--- src/logic/csp_pkg.sv ---
// Package with register map, field positions, reset values and state encodings of the clock config port.
package csp_pkg;

  // Register indices, one byte each.
  localparam logic [7:0] OFS_OUT_ENABLE   = 8'h00;
  localparam logic [7:0] OFS_SPREAD_SWING = 8'h01;
  localparam logic [7:0] OFS_BYTE_COUNT   = 8'h07;

  // Field positions inside the output enable byte.
  localparam int BIT_OE1 = 2;
  localparam int BIT_OE0 = 1;

  // Field positions inside the spread and swing byte.
  localparam int RB_HI      = 7;
  localparam int RB_LO      = 6;
  localparam int BIT_SW_OVR = 5;
  localparam int SW_AMT_HI  = 4;
  localparam int SW_AMT_LO  = 3;
  localparam int AMP_HI     = 1;
  localparam int AMP_LO     = 0;

  // Field position of the readback count.
  localparam int CNT_HI = 4;

  // Reset values.
  localparam logic       RST_OE     = 1'b1;
  localparam logic       RST_SW_OVR = 1'b0;
  localparam logic [1:0] RST_SW_AMT = 2'h0;
  localparam logic [1:0] RST_AMP    = 2'h2;
  localparam logic [4:0] RST_COUNT  = 5'h08;

  // Read values of reserved bits and of unmapped bytes.
  localparam logic [4:0] OE_RSV_HI   = 5'h1F;
  localparam logic       OE_RSV_LO   = 1'b1;
  localparam logic       SS_RSV_BIT  = 1'b1;
  localparam logic [2:0] CNT_RSV_HI  = 3'h0;
  localparam logic [7:0] UNMAPPED_RD = 8'h00;

  // Bus addresses for the two strap settings; the values are arbitrary.
  localparam logic [6:0] ADDR_STRAP0 = 7'h50;
  localparam logic [6:0] ADDR_STRAP1 = 7'h52;

  // Bits of one byte on the wire.
  localparam logic [3:0] BITS_PER_BYTE = 4'h8;

  // Bus phase; Gray steps along address, receive and transmit paths.
  typedef enum logic [2:0] {
    ST_IDLE     = 3'h0,
    ST_ADDR     = 3'h1,
    ST_ADDR_ACK = 3'h3,
    ST_RX       = 3'h2,
    ST_RX_ACK   = 3'h6,
    ST_TX       = 3'h7,
    ST_TX_ACK   = 3'h5,
    ST_IGNORE   = 3'h4
  } csp_state_e;

  // Meaning of the next byte received in a write.
  typedef enum logic [1:0] {
    ROLE_INDEX = 2'h0,
    ROLE_COUNT = 2'h1,
    ROLE_DATA  = 2'h3
  } csp_role_e;

endpackage

--- src/logic/csp_line_if.sv ---
// Interface carrying one filtered bus line with its edge pulses.
interface csp_line_if;
  logic level;
  logic rise;
  logic fall;
  modport src (output level, output rise, output fall);
  modport dst (input level, input rise, input fall);
endinterface

--- src/logic/csp_pin_filter.sv ---
// Three-flop synchroniser and agreement filter for one bus pin.
module csp_pin_filter #(
  parameter logic RESET_LEVEL = 1'b1
) (
  input  wire logic   clk,
  input  wire logic   rst,
  input  wire logic   ce,
  input  wire logic   pin,
  csp_line_if.src     line
);

  logic sync1_ff;
  logic sync2_ff;
  logic sync3_ff;
  logic level_ff;
  logic rise_ff;
  logic fall_ff;
  wire  agree;
  wire  nxt_level;

  // A change counts only once the second and third stages agree.
  assign agree     = (sync2_ff == sync3_ff);
  assign nxt_level = agree ? sync3_ff : level_ff;

  // The first stage feeds only the second, so metastability never reaches logic.
  always_ff @(posedge clk)
  begin
    if (rst)
    begin
      sync1_ff <= RESET_LEVEL;
      sync2_ff <= RESET_LEVEL;
      sync3_ff <= RESET_LEVEL;
      level_ff <= RESET_LEVEL;
      rise_ff  <= 1'b0;
      fall_ff  <= 1'b0;
    end
    else if (ce)
    begin
      sync1_ff <= pin;
      sync2_ff <= sync1_ff;
      sync3_ff <= sync2_ff;
      level_ff <= nxt_level;
      rise_ff  <= nxt_level & ~level_ff;
      fall_ff  <= ~nxt_level & level_ff;
    end
  end

  // Edge pulses line up with the cycle in which the level changes.
  assign line.level = level_ff;
  assign line.rise  = rise_ff;
  assign line.fall  = fall_ff;

endmodule // csp_pin_filter

--- src/logic/csp_smbus_port.sv ---
// Top of the clock config port: bus target, control bytes and output controls.

// How it works
// - Acknowledge address, index, count, every data byte.
// - Read returns byte count first, then bytes.
// - Answer only the strap-selected address.
// - Enable byte bits 2,1 enable outputs.
// - Spread byte bits 7:6 read latched pin.
// - Override bit chooses pin or software spread.
// - Software spread field codes, default off.
// - Bits 1:0 select amplitude, default 10.
// - Writable readback count, default eight bytes.
module csp_smbus_port (
  input  wire logic       CLK_SYS,
  input  wire logic       RESET,
  input  wire logic       CE,
  input  wire logic       SCL_IN,
  input  wire logic       SDA_IN,
  output logic            SDA_OUT,
  output logic            SDA_OE,
  input  wire logic       ADDR_SELECT_STRAP,
  input  wire logic [1:0] SPREAD_PIN_LEVEL,
  output logic            DIFF_OUT1_ENABLE,
  output logic            DIFF_OUT0_ENABLE,
  output logic [1:0]      SPREAD_AMOUNT,
  output logic [1:0]      AMPLITUDE_SEL
);

  csp_line_if scl ();
  csp_line_if sda ();

  csp_pkg::csp_state_e state_ff;
  csp_pkg::csp_state_e nxt_state;
  csp_pkg::csp_role_e  role_ff;
  csp_pkg::csp_role_e  nxt_role;
  logic [3:0]          bit_cnt_ff;
  logic [3:0]          nxt_bit_cnt;
  logic [7:0]          shreg_ff;
  logic [7:0]          nxt_shreg;
  logic [7:0]          index_ff;
  logic [7:0]          nxt_index;
  logic [7:0]          wr_left_ff;
  logic [7:0]          nxt_wr_left;
  logic                sda_oe_ff;
  logic                nxt_sda_oe;
  logic                is_read_ff;
  logic                nxt_is_read;
  logic                nack_ff;
  logic                nxt_nack;
  logic                sda_out_ff;
  logic                straps_taken_ff;
  logic                addr_strap_ff;
  logic [1:0]          pin_rb_ff;
  logic                sw_ovr_ff;
  logic [1:0]          sw_amt_ff;
  logic [4:0]          count_ff;
  logic                oe1_ff;
  logic                oe0_ff;
  logic [1:0]          amp_ff;
  logic [1:0]          spread_eff_ff;

  csp_pin_filter #(.RESET_LEVEL(1'b1)) u_scl_filter (
    .clk  (CLK_SYS),
    .rst  (RESET),
    .ce   (CE),
    .pin  (SCL_IN),
    .line (scl)
  );

  csp_pin_filter #(.RESET_LEVEL(1'b1)) u_sda_filter (
    .clk  (CLK_SYS),
    .rst  (RESET),
    .ce   (CE),
    .pin  (SDA_IN),
    .line (sda)
  );

  // Bus conditions and byte decode.
  wire       start_cond = sda.fall & scl.level;
  wire       stop_cond  = sda.rise & scl.level;
  wire       byte_done  = (bit_cnt_ff == csp_pkg::BITS_PER_BYTE);
  wire [6:0] my_addr    = addr_strap_ff ? csp_pkg::ADDR_STRAP1 : csp_pkg::ADDR_STRAP0;
  wire       addr_hit   = (shreg_ff[7:1] == my_addr);
  wire       byte_end   = scl.fall & byte_done;
  wire       wr_strobe  = (state_ff == csp_pkg::ST_RX) & byte_end & (role_ff == csp_pkg::ROLE_DATA)
                          & (wr_left_ff != 8'h00);
  wire       wr_oe      = wr_strobe & (index_ff == csp_pkg::OFS_OUT_ENABLE);
  wire       wr_ss      = wr_strobe & (index_ff == csp_pkg::OFS_SPREAD_SWING);
  wire       wr_cnt     = wr_strobe & (index_ff == csp_pkg::OFS_BYTE_COUNT);

  // Read view of each byte; reserved bits read as their defaults.
  wire [7:0] rd_oe    = {csp_pkg::OE_RSV_HI, oe1_ff, oe0_ff, csp_pkg::OE_RSV_LO};
  wire [7:0] rd_ss    = {pin_rb_ff, sw_ovr_ff, sw_amt_ff, csp_pkg::SS_RSV_BIT, amp_ff};
  wire [7:0] rd_cnt   = {csp_pkg::CNT_RSV_HI, count_ff};
  wire [7:0] rd_byte  = (index_ff == csp_pkg::OFS_OUT_ENABLE)   ? rd_oe :
                        (index_ff == csp_pkg::OFS_SPREAD_SWING) ? rd_ss :
                        (index_ff == csp_pkg::OFS_BYTE_COUNT)   ? rd_cnt : csp_pkg::UNMAPPED_RD;

  // Bus phase sequencing; a stop or start overrides whatever phase is running.
  always_comb
  begin
    nxt_state   = state_ff;
    nxt_role    = role_ff;
    nxt_bit_cnt = bit_cnt_ff;
    nxt_shreg   = shreg_ff;
    nxt_index   = index_ff;
    nxt_wr_left = wr_left_ff;
    nxt_sda_oe  = sda_oe_ff;
    nxt_is_read = is_read_ff;
    nxt_nack    = nack_ff;
    if (stop_cond)
    begin
      nxt_state  = csp_pkg::ST_IDLE;
      nxt_sda_oe = 1'b0;
    end
    else if (start_cond)
    begin
      nxt_state   = csp_pkg::ST_ADDR;
      nxt_role    = csp_pkg::ROLE_INDEX;
      nxt_bit_cnt = 4'h0;
      nxt_sda_oe  = 1'b0;
    end
    else
    begin
      case (state_ff)
        csp_pkg::ST_ADDR, csp_pkg::ST_RX:
        begin
          if (scl.rise)
          begin
            nxt_shreg   = {shreg_ff[6:0], sda.level};
            nxt_bit_cnt = bit_cnt_ff + 4'h1;
          end
          if (byte_end && state_ff == csp_pkg::ST_ADDR)
          begin
            nxt_state   = addr_hit ? csp_pkg::ST_ADDR_ACK : csp_pkg::ST_IGNORE;
            nxt_sda_oe  = addr_hit;
            nxt_is_read = shreg_ff[0];
          end
          else if (byte_end)
          begin
            nxt_state  = csp_pkg::ST_RX_ACK;
            nxt_sda_oe = 1'b1;
            case (role_ff)
              csp_pkg::ROLE_INDEX:
              begin
                nxt_index = shreg_ff;
                nxt_role  = csp_pkg::ROLE_COUNT;
              end
              csp_pkg::ROLE_COUNT:
              begin
                nxt_wr_left = shreg_ff;
                nxt_role    = csp_pkg::ROLE_DATA;
              end
              default:
              begin
                if (wr_left_ff != 8'h00)
                begin
                  nxt_wr_left = wr_left_ff - 8'h01;
                  nxt_index   = index_ff + 8'h01;
                end
              end
            endcase
          end
        end
        csp_pkg::ST_ADDR_ACK:
        begin
          if (scl.fall)
          begin
            nxt_bit_cnt = 4'h0;
            if (is_read_ff)
            begin
              nxt_state  = csp_pkg::ST_TX;
              nxt_shreg  = rd_cnt;
              nxt_sda_oe = ~rd_cnt[7];
            end
            else
            begin
              nxt_state  = csp_pkg::ST_RX;
              nxt_sda_oe = 1'b0;
            end
          end
        end
        csp_pkg::ST_RX_ACK:
        begin
          if (scl.fall)
          begin
            nxt_state   = csp_pkg::ST_RX;
            nxt_bit_cnt = 4'h0;
            nxt_sda_oe  = 1'b0;
          end
        end
        csp_pkg::ST_TX:
        begin
          if (scl.rise)
          begin
            nxt_bit_cnt = bit_cnt_ff + 4'h1;
          end
          if (byte_end)
          begin
            nxt_state  = csp_pkg::ST_TX_ACK;
            nxt_sda_oe = 1'b0;
          end
          else if (scl.fall)
          begin
            nxt_sda_oe = ~shreg_ff[6];
            nxt_shreg  = {shreg_ff[6:0], 1'b0};
          end
        end
        csp_pkg::ST_TX_ACK:
        begin
          if (scl.rise)
          begin
            nxt_nack = sda.level;
          end
          if (scl.fall && nack_ff)
          begin
            nxt_state = csp_pkg::ST_IGNORE;
          end
          else if (scl.fall)
          begin
            nxt_state   = csp_pkg::ST_TX;
            nxt_shreg   = rd_byte;
            nxt_sda_oe  = ~rd_byte[7];
            nxt_index   = index_ff + 8'h01;
            nxt_bit_cnt = 4'h0;
          end
        end
        csp_pkg::ST_IDLE, csp_pkg::ST_IGNORE:
        begin
          nxt_sda_oe = 1'b0;
        end
        default:
        begin
          nxt_state  = csp_pkg::ST_IDLE;
          nxt_sda_oe = 1'b0;
        end
      endcase
    end
  end

  // Bus state registers.
  always_ff @(posedge CLK_SYS)
  begin
    if (RESET)
    begin
      state_ff   <= csp_pkg::ST_IDLE;
      role_ff    <= csp_pkg::ROLE_INDEX;
      bit_cnt_ff <= 4'h0;
      shreg_ff   <= 8'h00;
      index_ff   <= 8'h00;
      wr_left_ff <= 8'h00;
      sda_oe_ff  <= 1'b0;
      is_read_ff <= 1'b0;
      nack_ff    <= 1'b0;
      sda_out_ff <= 1'b0;
    end
    else if (CE)
    begin
      state_ff   <= nxt_state;
      role_ff    <= nxt_role;
      bit_cnt_ff <= nxt_bit_cnt;
      shreg_ff   <= nxt_shreg;
      index_ff   <= nxt_index;
      wr_left_ff <= nxt_wr_left;
      sda_oe_ff  <= nxt_sda_oe;
      is_read_ff <= nxt_is_read;
      nack_ff    <= nxt_nack;
    end
  end

  // Straps are static pins caught once just after reset, so no synchroniser is spent on them.
  always_ff @(posedge CLK_SYS)
  begin
    if (RESET)
    begin
      straps_taken_ff <= 1'b0;
      addr_strap_ff   <= 1'b0;
      pin_rb_ff       <= 2'h0;
    end
    else if (CE && !straps_taken_ff)
    begin
      straps_taken_ff <= 1'b1;
      addr_strap_ff   <= ADDR_SELECT_STRAP;
      pin_rb_ff       <= SPREAD_PIN_LEVEL;
    end
  end

  // Control bytes; the effective spread is re-registered so the output stays a flop.
  always_ff @(posedge CLK_SYS)
  begin
    if (RESET)
    begin
      oe1_ff        <= csp_pkg::RST_OE;
      oe0_ff        <= csp_pkg::RST_OE;
      sw_ovr_ff     <= csp_pkg::RST_SW_OVR;
      sw_amt_ff     <= csp_pkg::RST_SW_AMT;
      amp_ff        <= csp_pkg::RST_AMP;
      count_ff      <= csp_pkg::RST_COUNT;
      spread_eff_ff <= 2'h0;
    end
    else if (CE)
    begin
      if (wr_oe)
      begin
        oe1_ff <= shreg_ff[csp_pkg::BIT_OE1];
        oe0_ff <= shreg_ff[csp_pkg::BIT_OE0];
      end
      if (wr_ss)
      begin
        sw_ovr_ff <= shreg_ff[csp_pkg::BIT_SW_OVR];
        sw_amt_ff <= shreg_ff[csp_pkg::SW_AMT_HI:csp_pkg::SW_AMT_LO];
        amp_ff    <= shreg_ff[csp_pkg::AMP_HI:csp_pkg::AMP_LO];
      end
      if (wr_cnt)
      begin
        count_ff <= shreg_ff[csp_pkg::CNT_HI:0];
      end
      spread_eff_ff <= sw_ovr_ff ? sw_amt_ff : pin_rb_ff;
    end
  end

  // Open-drain data pin: the output level is always low, only the enable moves.
  assign SDA_OUT          = sda_out_ff;
  assign SDA_OE           = sda_oe_ff;
  assign DIFF_OUT1_ENABLE = oe1_ff;
  assign DIFF_OUT0_ENABLE = oe0_ff;
  assign SPREAD_AMOUNT    = spread_eff_ff;
  assign AMPLITUDE_SEL    = amp_ff;
endmodule // csp_smbus_port

--- config.mk ---
export PLATFORM = sky130hd
export DESIGN_NAME = csp_smbus_port
export DESIGN_NICKNAME = d
export VERILOG_FILES = /design/src/logic/csp_pkg.sv /design/src/logic/csp_line_if.sv /design/src/logic/csp_pin_filter.sv /design/src/logic/csp_smbus_port.sv
export SDC_FILE = /design/constraint.sdc
export NUM_CORES = 1
export LEC_CHECK = 0
export BUFFER_PORTS_ARGS = -buffer_cell sky130_fd_sc_hd__buf_2
export CAP_MARGIN = 10
export CELL_PAD_IN_SITES_DETAIL_PLACEMENT = 1
export CELL_PAD_IN_SITES_GLOBAL_PLACEMENT = 1
export CORE_UTILIZATION = 50
export CTS_CLUSTER_SIZE = 28
export DETAILED_ROUTE_END_ITERATION = 10
export GPL_ROUTABILITY_DRIVEN = 1
export MAX_ROUTING_LAYER = met4
export PLACE_DENSITY = 0.84
export SETUP_SLACK_MARGIN = 0.05
export SYNTH_ARGS = -nofsm -noshare
export SYNTH_HDL_FRONTEND = slang
export SYNTH_SLANG_ARGS = --single-unit
--- constraint.sdc ---
create_clock -name CLK_SYS -period 6.25 [get_ports CLK_SYS]
set_input_delay 0.625 -clock CLK_SYS [delete_from_list [all_inputs] [get_ports CLK_SYS]]
set_output_delay 0.625 -clock CLK_SYS [all_outputs]
set_load 0.01 [all_outputs]
==> impl_metrics.yaml <==
outcome:
  status: "finished, final reports clean"
clocking:
  cts_buffers: 9
  clockBufferDepth: 2
  hold_buffers: 0
  cts-root-buf: "clkbuf_8"
  htreeDepth: 3
  worstSkewPairLatency_ns: 0.35
  cts_sinks: 66
  ctsResizeCount: 0
  cts_tree: "done"
  clkTransAtPathRegs_ns: 0.08
  post_cts_buffers: 0
setup_path:
  worstSetupEndpointType: "flop"
  crit_type: "flop to flop"
  worst_setup_path_start_kind: "flop"
  r2r_cells: 5
  r2r-end: "index_ff[2]$_SDFFE_PP0P_"
  rr_startpoint: "state_ff[0]$_SDFFE_PP0P_"
  arrival_ns: 3.22
  reg2reg_setup_slack_ns: 3.27
  cp.required_ns: 6.49
  path_max_fanout: 29
grt:
  grt_max_degree: 51
  antenna_found_initial: 0
  overflow: 0
  grt_usage_pct: 28.7
  grt_pass1_vias: 3691
  grt_pass1_wl_mm: 18.3
synth:
  synthCells: 495
  synth_top_family_by_area: "simple AND/OR/NAND/NOR gates"
  yosysTopAreaCellShare_pct: 33.6
  syn_area_per_cell_um2: 7.95
  synth_ff_type: "dfxtp_1"
  yosysSeqAreaShare_pct: 33.6
  synthMuxAreaShare_pct: 8.14
  synth_nets: 510
  synth-xor-area-share_pct: 0.445
  synth_top_cell_by_area: "dfxtp_1"
  synth_compound_area_share_pct: 23.6
  ys_top_cells_by_count: "dfxtp_1 (66), nand2_1 (56), a21oi_1 (46), nor2_1 (46), o21ai_0 (33)"
  synth_edf_count: 0
  yosys.area_share.simple_pct: 26.2
  ys_warn_count: 0
  netlist_area_um2: 3940
  synthAdderAreaFrac_pct: 2.23
  synth_most_common_cell: "dfxtp_1"
  synth.area.top_cells: "dfxtp_1 (34%), mux2i_1 (8.1%), a21oi_1 (5.8%)"
  async_reset_ff_share_pct: 0
  ys_seq_elements: 66
  synth_cell_types: 67
detailed_routing:
  ant_nets: 0
  drc: 0
  drt_iter0_drc: 190
  wl_per_cell_um: 19.0
  routed_wl_mm: 11.1
  vias: 3684
  vias_per_cell: 6.29
  drt-pass1-iter-count: 4
pwr:
  p_sw_mw: 0.192
  p_leak_nw: 1.56
  power_frac_comb_pct: 3.3
  intPower_mw: 0.658
  switching_share_pct: 22.6
  ir_drop_uv: 117
  pwr-share-seq_pct: 50.2
  power.density_cell_area_nw_per_um2: 204
  clkPwrFrac_pct: 46.5
sta:
  finClkSkew_ns: 0.0165
  maxSlewHeadroom_pct: 29.1
  fin_tns_setup_ns: 0
  min_period_over_period_pct: 47.7
  period_minus_slack_ns: 2.98
  setup_ws_ns: 3.27
  max_slew.worst_pin.slew_ns: 1.06
  setup_viol: 0
  hold_viol: 0
  fmax_mhz: 336
  slew_violations: 0
  rsz0062_at_grt: "false"
min_path:
  min_path_cells: 2
  hp-class: "flop to flop"
  worstHoldStart: "u_sda_filter.sync1_ff$_SDFFE_PP1P_"
  whs_endpoint: "u_sda_filter.sync2_ff$_SDFFE_PP1P_"
run:
  max_cap_viol_count: 0
floorplan:
  num_rows: 31
  die_area_um2: 8230
  initial_core_util_pct: 52.9
  core_um2: 7450
  ios: 16
  fp.dieW_um: 90.7
  die_h_um: 90.7
final_layout:
  layout.nets: 497
  antenna_cells: 0
  syn2layout_area_growth_pct: 5.91
  drive_gt1_share_pct: 9.03
  final_util_pct: 56.0
placement:
  portBuffers: 14
  place_ws_ns: 3.31
  dp_hpwl_mm: 7.57
  globalplace.congestion: 0.827
## through the flow
step	total power, mW	area (um^2)	hold WS (ns)	std cells
after CTS	0.855	4160	0.478	585
after global routing	0.875	4170	0.491	586
after floorplan	0.456	3940	0.435	495
after detailed placement	0.465	3950	0.466	569
final	0.850	4170	0.471	586
after global placement	0.464	3950	0.449	569
## sequential cells by signal, summed over array words and instances (netlist names), 2 cells and up
signal,flops
index_ff,8
shreg_ff,8
wr_left_ff,8
count_ff,5
bit_cnt_ff,4
state_ff,3
AMPLITUDE_SEL,2
SPREAD_AMOUNT,2
pin_rb_ff,2
role_ff,2
sw_amt_ff,2
## metal layers
metal	wire length, um	part of all wire, %	GRT usage (%)
met1	5160	46	35.6
met2	5270	47	45.8
met3	470	4.2	6.57
met4	208	1.9	10.1
met5	0	0	-
## worst max-delay path by stage
stage / cells after the start / from / endpoint
after global routing: 5 / state_ff[1]$_SDFFE_PP0P_ / index_ff[2]$_SDFFE_PP0P_
final: 5 / state_ff[0]$_SDFFE_PP0P_ / index_ff[2]$_SDFFE_PP0P_
after global placement: 5 / state_ff[1]$_SDFFE_PP0P_ / index_ff[2]$_SDFFE_PP0P_
after floorplan: 6 / wr_left_ff[2]$_SDFFE_PP0P_ / count_ff[3]$_SDFFE_PP1P_
after CTS: 5 / state_ff[1]$_SDFFE_PP0P_ / index_ff[2]$_SDFFE_PP0P_
after detailed placement: 5 / state_ff[0]$_SDFFE_PP0P_ / index_ff[2]$_SDFFE_PP0P_
## layout make-up
class	instances	area, um^2
fill	940	3280
inverter	11	41.3
tap	99	124
clock inverter	5	78.8
clock buffer	11	131
timing repair buffer	16	82.6
sequential	66	1320
multi-input combinational	378	2390
## power by group through the flow
stage / clock, mW / sequential (mW) / combinational [mW]
6_report: 0.395 / 0.427 / 0.0280
5_1_grt: 0.417 / 0.427 / 0.0309
4_1_cts: 0.400 / 0.427 / 0.0281
3_5_place_dp: 0 / 0.437 / 0.0281
3_3_place_gp: 0 / 0.437 / 0.0273
2_1_floorplan: 0 / 0.436 / 0.0198
## logic make-up after synthesis
kind of cell               after synthesis
and+or+nand+nor                        197
xor gates and xnor gates                 2
AOI/OAI and AO/OA                      139
muxes                                   32
adders and majority gates                7
other                                    1
DFF                                     66
buffers and inverters                   51
## cells in the final DEF, fill, tap and decap left out, types with 7 or more instances in the layout
cell type   n
clkbuf_8    9
nand2b_1   14
a211oi_1    8
nor3_1     16
inv_1      11
a21oi_1    46
nand3_1    15
mux2i_1    32
nand2_1    56
nor2b_1     7
buf_2      15
ha_1        7
dfxtp_1    66
o21ai_0    33
nor2_1     46
a31oi_1     7
## critical path: stages (launching register included)
cell and delay (ns):
dfxtp_1 0.90, nand3b_1 0.41, or2_2 0.43, a221oi_4 0.65, o21ai_0 0.18, a32o_1 0.30
Note: power is estimated with default switching activity, not from simulation.
